==> src/rtl/scsc_defines.svh <==
// constants for the secondary clock, slot identification and bridge extension registers
`ifndef SCSC_DEFINES_SVH
`define SCSC_DEFINES_SVH

// ****************************************************************
// register offsets
// ****************************************************************
`define SCSC_PM_CSR_OFS     8'h94
`define SCSC_SLOT_ID_OFS    8'ha0
`define SCSC_CLK_CTL_OFS    8'ha4

// ****************************************************************
// fields and reset values
// ****************************************************************
`define SCSC_SLOT_ID_CAP    8'h04
`define SCSC_SLOT_ID_NEXT   8'hb0
`define SCSC_PWR_D0         2'h0
`define SCSC_PWR_D3         2'h3
`define SCSC_SLOT_OFF       2'h3
`define SCSC_STOP_BIT       13
`define SCSC_RUN_EN_BIT     14
`define SCSC_RUN_MODE_BIT   15
`define SCSC_CLK_RESET      11'h000

`endif

==> src/rtl/scsc_pkg.sv <==
// types shared by the secondary clock and slot identification logic
package scsc_pkg;

  // software clock control word, low sixteen bits of the control register
  typedef struct packed {
    logic            runMode;
    logic            runEnable;
    logic [2:0]      devOff;    // bit 2 bridge feedback, 1 device 2, 0 device 1
    logic [3:0][1:0] slotCode;  // one two-bit code per slot
  } scsc_ctl_t;

  // slot identification storage
  typedef struct packed {
    logic [7:0] chassis;
    logic       firstInChassis;
    logic [4:0] slotNum;
  } scsc_slot_t;

endpackage

==> src/rtl/scsc_clock_slot_id.sv <==
// secondary clock gating, clock-run stop and slot identification registers
//
// Chosen here: the address-and-strobe port.
`timescale 1ns/100ps
`default_nettype none
`include "scsc_defines.svh"

module scsc_clock_slot_id #(
  parameter int NUM_CLK = 7
) (
  // clock and reset
  input  wire logic               clk,
  input  wire logic               rst,
  // register port
  input  wire logic [7:0]         regAddr,
  input  wire logic [31:0]        regWdata,
  input  wire logic               regWr,
  input  wire logic               regRd,
  output logic      [31:0]        regRdata,
  // configuration and bridge status
  input  wire logic               forwardStrap,
  input  wire logic               slotIdEnable,
  input  wire logic               secBusIdle,
  input  wire logic               primaryReqPending,
  // secondary clock source and gated outputs
  input  wire logic               secClkIn,
  output logic      [NUM_CLK-1:0] secClkOut
);

  // ****************************************************************
  // pin synchronisers
  // ****************************************************************
  logic [2:0] clkSync_r;
  logic [2:0] fwdSync_r;
  logic       secLvl_r;
  logic       fwd_r;

  // three stages; a change counts once stages two and three agree
  always_ff @(posedge clk) begin
    if (rst) begin
      clkSync_r <= 3'h0;
      fwdSync_r <= 3'h0;
    end else begin
      clkSync_r <= {clkSync_r[1:0], secClkIn};
      fwdSync_r <= {fwdSync_r[1:0], forwardStrap};
    end
  end

  // filtered levels; strap is caught after reset release, never by the reset itself
  always_ff @(posedge clk) begin
    if (rst) begin
      secLvl_r <= 1'b0;
      fwd_r    <= 1'b0;
    end else begin
      if (clkSync_r[2] == clkSync_r[1]) secLvl_r <= clkSync_r[2];
      if (fwdSync_r[2] == fwdSync_r[1]) fwd_r <= fwdSync_r[2];
    end
  end

  // ****************************************************************
  // registers
  // ****************************************************************
  scsc_pkg::scsc_ctl_t  ctl_r;
  scsc_pkg::scsc_slot_t slot_r;
  logic [1:0]           pwrState_r;
  logic                 stopped_r;
  logic                 pmWr;
  logic                 slotWr;
  logic                 ctlWr;

  assign pmWr   = regWr && (regAddr == `SCSC_PM_CSR_OFS);
  assign slotWr = regWr && (regAddr == `SCSC_SLOT_ID_OFS) && slotIdEnable;
  assign ctlWr  = regWr && (regAddr == `SCSC_CLK_CTL_OFS);

  // clock control word
  always_ff @(posedge clk) begin
    if (rst) begin
      ctl_r <= scsc_pkg::scsc_ctl_t'({2'h0, 3'h0, 8'h00});
    end else if (ctlWr) begin
      ctl_r <= scsc_pkg::scsc_ctl_t'({regWdata[`SCSC_RUN_MODE_BIT],
                                      regWdata[`SCSC_RUN_EN_BIT],
                                      regWdata[10:0]});
    end
  end

  // power state; unimplemented D1/D2 writes leave the state alone
  always_ff @(posedge clk) begin
    if (rst) begin
      pwrState_r <= `SCSC_PWR_D0;
    end else if (pmWr && (regWdata[1:0] == `SCSC_PWR_D0 || regWdata[1:0] == `SCSC_PWR_D3)) begin
      pwrState_r <= regWdata[1:0];
    end
  end

  // slot identification storage, writable only while the capability is present
  always_ff @(posedge clk) begin
    if (rst) begin
      slot_r <= '0;
    end else if (slotWr) begin
      slot_r <= {regWdata[31:24], regWdata[21], regWdata[20:16]};
    end
  end

  // ****************************************************************
  // read port
  // ****************************************************************
  logic [31:0] rdMux;

  // upper half of the pm word is the bridge extension, all zero
  always_comb begin
    rdMux = 32'h0000_0000;
    unique case (regAddr)
      `SCSC_PM_CSR_OFS: begin
        rdMux = {8'h00, 1'b0, 1'b0, 6'h00, 14'h0000, pwrState_r};
      end
      `SCSC_SLOT_ID_OFS: begin
        if (slotIdEnable) begin
          rdMux = {slot_r.chassis, 2'h0, slot_r.firstInChassis, slot_r.slotNum,
                   `SCSC_SLOT_ID_NEXT, `SCSC_SLOT_ID_CAP};
        end
      end
      `SCSC_CLK_CTL_OFS: rdMux = {16'h0000, ctl_r.runMode, ctl_r.runEnable, stopped_r,
                                  2'h0, ctl_r.devOff, ctl_r.slotCode};
      default: rdMux = 32'h0000_0000;
    endcase
  end

  // data stand only in the cycle after the read strobe
  always_ff @(posedge clk) begin
    if (rst) regRdata <= 32'h0000_0000;
    else     regRdata <= regRd ? rdMux : 32'h0000_0000;
  end

  // ****************************************************************
  // clock stop and gating
  // ****************************************************************
  logic               stopReq;
  logic [NUM_CLK-1:0] userOff;
  logic [NUM_CLK-1:0] gateOn_r;

  // idle and pending come from bridge logic on this clock, so no synchroniser
  assign stopReq = ctl_r.runEnable &&
                   (ctl_r.runMode ? (secBusIdle && !primaryReqPending)
                                  : (pwrState_r == `SCSC_PWR_D3));

  // per-output disable requests; codes 00..10 all mean run
  genvar gi;
  generate
    for (gi = 0; gi < NUM_CLK; gi++) begin : g_off
      if (gi < 4) begin : g_slot
        assign userOff[gi] = (ctl_r.slotCode[gi] == `SCSC_SLOT_OFF);
      end else begin : g_dev
        assign userOff[gi] = ctl_r.devOff[gi-4];
      end
    end
  endgenerate

  // gates move only while the sampled clock is low, so no runt pulse reaches a slot
  always_ff @(posedge clk) begin
    if (rst) begin
      gateOn_r  <= '1;
      stopped_r <= 1'b0;
    end else if (!secLvl_r) begin
      stopped_r <= stopReq;
      gateOn_r  <= {NUM_CLK{!stopReq}} & ~(userOff & {NUM_CLK{fwd_r}});
    end
  end

  // outputs from flops; a closed gate holds the pin low
  always_ff @(posedge clk) begin
    if (rst) secClkOut <= '0;
    else     secClkOut <= {NUM_CLK{secLvl_r}} & gateOn_r;
  end
endmodule
`default_nettype wire

==> config.mk <==
export PLATFORM = sky130hd
export DESIGN_NAME = scsc_clock_slot_id
export DESIGN_NICKNAME = d
export VERILOG_FILES = /design/src/rtl/scsc_pkg.sv /design/src/rtl/scsc_clock_slot_id.sv
export VERILOG_INCLUDE_DIRS = /design/src /design/src/rtl
export SDC_FILE = /design/constraint.sdc
export NUM_CORES = 1
export LEC_CHECK = 0
export BUFFER_PORTS_ARGS = -buffer_cell sky130_fd_sc_hd__buf_2
export CAP_MARGIN = 20
export CORE_AREA = 2 2 71 100
export DETAILED_ROUTE_END_ITERATION = 12
export DIE_AREA = 0 0 73 102
export PLACE_DENSITY = 0.74
export SYNTH_ARGS = -nofsm -noshare
export SYNTH_HDL_FRONTEND = slang
export SYNTH_SLANG_ARGS = --single-unit
==> constraint.sdc <==
create_clock -name clk -period 1.8 [get_ports clk]
set_clock_uncertainty 0.2 [all_clocks]
set_input_delay 0.27 -clock clk [delete_from_list [all_inputs] [get_ports clk]]
set_output_delay 0.27 -clock clk [all_outputs]
set_load 0.01 [all_outputs]
* Yosys cells after proc, flatten, opt, wreduce, memory -nomap -nowiden
Cells that the tools add are included.
** Storage, ports and cells
- Flip-flop bits (word level) :: 84
- Input port bits :: 49
- Output and inout port bits :: 39
- Logic and storage cells :: 50
** Cells by class
- Eq/ne operators :: 11
- Muxes and demuxes :: 3
- Bitwise gates (word level) :: 5
- Reductions and logical operators :: 12
** Operator list (number)
- 32-bit case mux with 3 select lines :: 1
- 32-bit 2-to-1 mux :: 1
- 8-bit == test, second input constant :: 3
- 7-bit AND :: 3
- 2-bit == test, second input constant :: 6
- 1-bit logical AND :: 7
- 7-bit NOT :: 1
- 1-bit == test :: 2
- 1-bit logical NOT :: 2
- 2-bit logical NOT :: 1
- 2-bit OR reduction :: 1
- 1-bit logical OR :: 1
- 1-bit 2-to-1 mux :: 1
- 1-bit NOT :: 1

* Depth between registers and ports, before layout
- Depth after elaboration :: 6
- Gate-level depth with buffers :: 5
- Mapped depth without buffers :: 3

* Worst setup path before layout
Ideal clock, no wire load.
- Kind :: input port to flip-flop
- Start point :: input regAddr[0]
- End point :: register slot_r[10] (netlist name)
- Library setup time :: 0.072 ns
- Arrival :: 1.643 ns
- Required time :: 1.528 ns
- Setup slack :: -0.114 ns
- Stages :: 5
- Buffers on the path :: 2
- Path through :: or4b_1 -> buf_6 -> nor4_4 -> buf_6 -> mux2i_1
** Between the ends
- Cells in the longest elaborated chain, start to end :: 3
** RTL lines
- start, declared :: RTL line scsc_clock_slot_id.sv:15 : input wire logic [7:0] regAddr,
- 8-bit == test
- 1-bit logical AND (2 in series) :: RTL line scsc_clock_slot_id.sv:72 : assign slotWr = regWr && (regAddr == `SCSC_SLOT_ID_OFS) && slotIdEnable;
- end signal, assigned :: RTL line scsc_clock_slot_id.sv:100 : slot_r <= {regWdata[31:24], regWdata[21], regWdata[20:16]};
- end, declared :: RTL line scsc_clock_slot_id.sv:64 : scsc_pkg::scsc_slot_t slot_r;
No other way between the ends.
A chain may end at the register's enable or synchronous reset.

* Worst setup path in the final report
- Start point :: input regAddr[1]
- End point :: register slot_r[8] (netlist name)
The elaborated chain is that of the path after synthesis.

==> impl_metrics.ini <==
[status]
status = completed

[clocking]
ctsResizeCount = 0
clock_tree.root_cell = sky130_fd_sc_hd__clkbuf_8
cts_sinks = 81
numCtsBuffers = 9
post_cts_buffers = 0
ctsHtreeMaxLevel = 3
cts_hold_repair.buffers = 29
clock_tree.buffer_depth = 2
clkTransAtPathRegs_ps = 80
tritoncts = built
clkLatencyLatePin_ps = 350

[sta]
report.final.hold_viol_count = 0
timing.final.crit_share_pct = 83.8
max_slew.worst_pin.slew_ps = 585
rsz_0062_raised_after_global_routing = false
slew_margin_rel_pct = 60.9
max_freq_mhz = 663
finalSetupViolations = 0
holdWs_ps = 30.3
layout_min_cycle_time_ps = 1510
final.setup.worst_slack_ps = 292
final_number_of_max_transition_violations = 0
fin_tns_setup_ps = 0

[drt]
remaining_drc_errors = 0
first_iter_violations = 67
totalWireLength_um = 6210
average_vias_per_placed_instance = 5.00
detailroute.via_count = 2465
dr.pass1.iters = 4
antenna_violating_nets_post_route = 0
post_drt_wl_per_cell_um = 12.6

[global_routing]
globalRoute.totalOverflow = 0
grt_most_used_layer = met2
antenna_found_initial = 0
wire_length_of_the_first_global_routing_pass_um = 10600
grt_max_degree = 29
routing_usage_on_met1_pct = 20.3
gr-usage-met2_pct = 32.1
globalRouteTotalUtil_pct = 18.4
use_met3_pct = 4.64
grt_pass1_vias = 2390

[logic_synthesis]
avgSynthCellArea_um2 = 9.93
synth_enable_flop_cells = 0
synth_area_leaders = sky130_fd_sc_hd__dfxtp_1 (55%), sky130_fd_sc_hd__and2_1 (4.9%), sky130_fd_sc_hd__mux2i_1 (4.8%), sky130_fd_sc_hd__nand2_1 (4.7%), sky130_fd_sc_hd__a21oi_1 (4.1%)
number_of_synthesized_register_bits = 81
ys_types = 38
asyncSetResetFlopFracSynth_pct = 0
synthesis_warnings = 0
synth_top_area_cell = sky130_fd_sc_hd__dfxtp_1
syn_area_mm2 = 0.00294
synthFlopType = sky130_fd_sc_hd__dfxtp_1
synth_sequential_area_ratio_pct = 55.1
postSynthCellCount = 296
synth_top_area_share_pct = 55.1

[power]
vdd_ir_drop_max_mv = 0.405
power_density_mw_per_mm2 = 847
leakagePower_nw = 1.72

[worst_hold_path]
hold_path_depth = 3
worstHoldPathType = in2reg

[floorplan]
core_mm2 = 0.00653
fp.dieW_um = 73
die-height_um = 102
die_area_mm2 = 0.00745
rows = 35
starting_utilization_of_the_core_area_pct = 45.1
io-pin-count = 88

[finish]
antenna_cells_inserted = 0
final_util_pct = 61.3
finalInstanceArea_mm2 = 0.00400
final_cell_mix = sky130_fd_sc_hd__dfxtp_1 (81), sky130_fd_sc_hd__buf_2 (79), sky130_fd_sc_hd__nand2_1 (37)
areaGrowthSynthToFinish_pct = 36.0
final_nets = 463
final_common_cell = sky130_fd_sc_hd__dfxtp_1
fillers = 568
final_layout_size_suffix_gt1_share_pct = 29.1

[placed_design]
place.gp.congestion = 0.831
placement.setup.worst_slack_ps = -119
place_hpwl_um = 4430
portBuffers = 79
detailed_place.area_mm2 = 0.00349

[worst_setup_path]
critical_path.endpoint_type = register
timing.reg2reg.setup_slack_ps = 380
timing.critical_path.from_type = input port
cp_data_arrival_time_ps = 1580
critical_path_fanout_max = 14
critical_path_cell_list = buf_2 > or3b_2 > nor4_4 > buf_12 > mux2i_1
worst-r2r-cell-count = 4
worstSetupPathType = in2reg
cp_slowest_stage_delay_ps = 530
cp.required_ps = 1870
crit_path_top_delay_cell = sky130_fd_sc_hd__or3b_2

[flow_run]
max_cap_violations = 0
layer usage:
metal | routed length (um) | up-vias
li1 | - | 1276
met1 | 2650 | 1109
met2 | 3150 | 68
met3 | 263 | 12
met4 | 143 | 0
met5 | 0 | -
cell families after synthesis:
logic type             after synthesis  share of synthesized area, %
buffers and inverters               27                          4.38
other                                1                         0.128
DFF                                 81                          55.1
and+or+nand+nor                    116                          23.1
muxes                               14                          4.77
AOI/OAI and AO/OA                   57                          12.4
final timing paths:
| path | from | end |
|---|---|---|
| worst max-delay path | regAddr[1] | slot_r[8] |
| worst min-delay path | regAddr[2] | regRdata[2] |
| worst max register to register | ctl_r[12] | gateOn_r[1] |
| worst min register to register | clkSync_r[0] | clkSync_r[1] |
Yosys cell counts, types with 2 or more instances:
master and number:
sky130_fd_sc_hd__a21oi_1 24, sky130_fd_sc_hd__inv_1 3, sky130_fd_sc_hd__nand2_1 37, sky130_fd_sc_hd__clkbuf_1 17, sky130_fd_sc_hd__and3_1 8, sky130_fd_sc_hd__o31ai_1 13, sky130_fd_sc_hd__buf_4 3, sky130_fd_sc_hd__mux2i_1 14
sky130_fd_sc_hd__o311ai_0 7, sky130_fd_sc_hd__buf_6 2, sky130_fd_sc_hd__nand3_1 3, sky130_fd_sc_hd__nor2_1 5, sky130_fd_sc_hd__a21o_1 3, sky130_fd_sc_hd__nand2b_1 2, sky130_fd_sc_hd__nand3b_1 2, sky130_fd_sc_hd__dfxtp_1 81
sky130_fd_sc_hd__o21ai_0 6, sky130_fd_sc_hd__nand4_1 16, sky130_fd_sc_hd__nor2b_1 8, sky130_fd_sc_hd__and2_1 23, sky130_fd_sc_hd__nor4_4 2
flip-flops by register name (all words and copies together) (netlist names), 2 cells and up:
signal and flops:
ctl_r 13, clkSync_r 3, secClkOut 7, fwdSync_r 3
slot_r 14, gateOn_r 7, regRdata 29, pwrState_r 2
metrics by stage:
stage / total power, W / std cells
floorplan: 0.00193 / 298
global placement: 0.00201 / 448
detailed placement: 0.00201 / 448
CTS: 0.00342 / 493
global route: 0.00352 / 493
finish: 0.00339 / 493
final cells by class:
type	count	area [um2]	share of cell area (%)
well taps	74	92.6	2.32
inverters	4	15.0	0.375
repair buffers	128	848	21.2
clock buffers	10	138	3.44
flip-flops and latches	81	1620	40.6
multi-input cells	190	1210	30.2
clock inverters	6	76.3	1.91
power breakdown:
part / internal (W) / leakage [nW] / total, W / switching (W)
Combinational: 0.000116 / 0.960 / 0.000216 / 0.000100
Clock: 0.000697 / 0.109 / 0.00137 / 0.000671
Sequential: 0.00180 / 0.654 / 0.00180 / 0.00000479
worst max-delay path, delay by kind of cell:
kind	cells	cell delay, ps
buf+inv	2	300
mux	1	190
simple gates	2	810
Power figures use the tool's default switching activity.
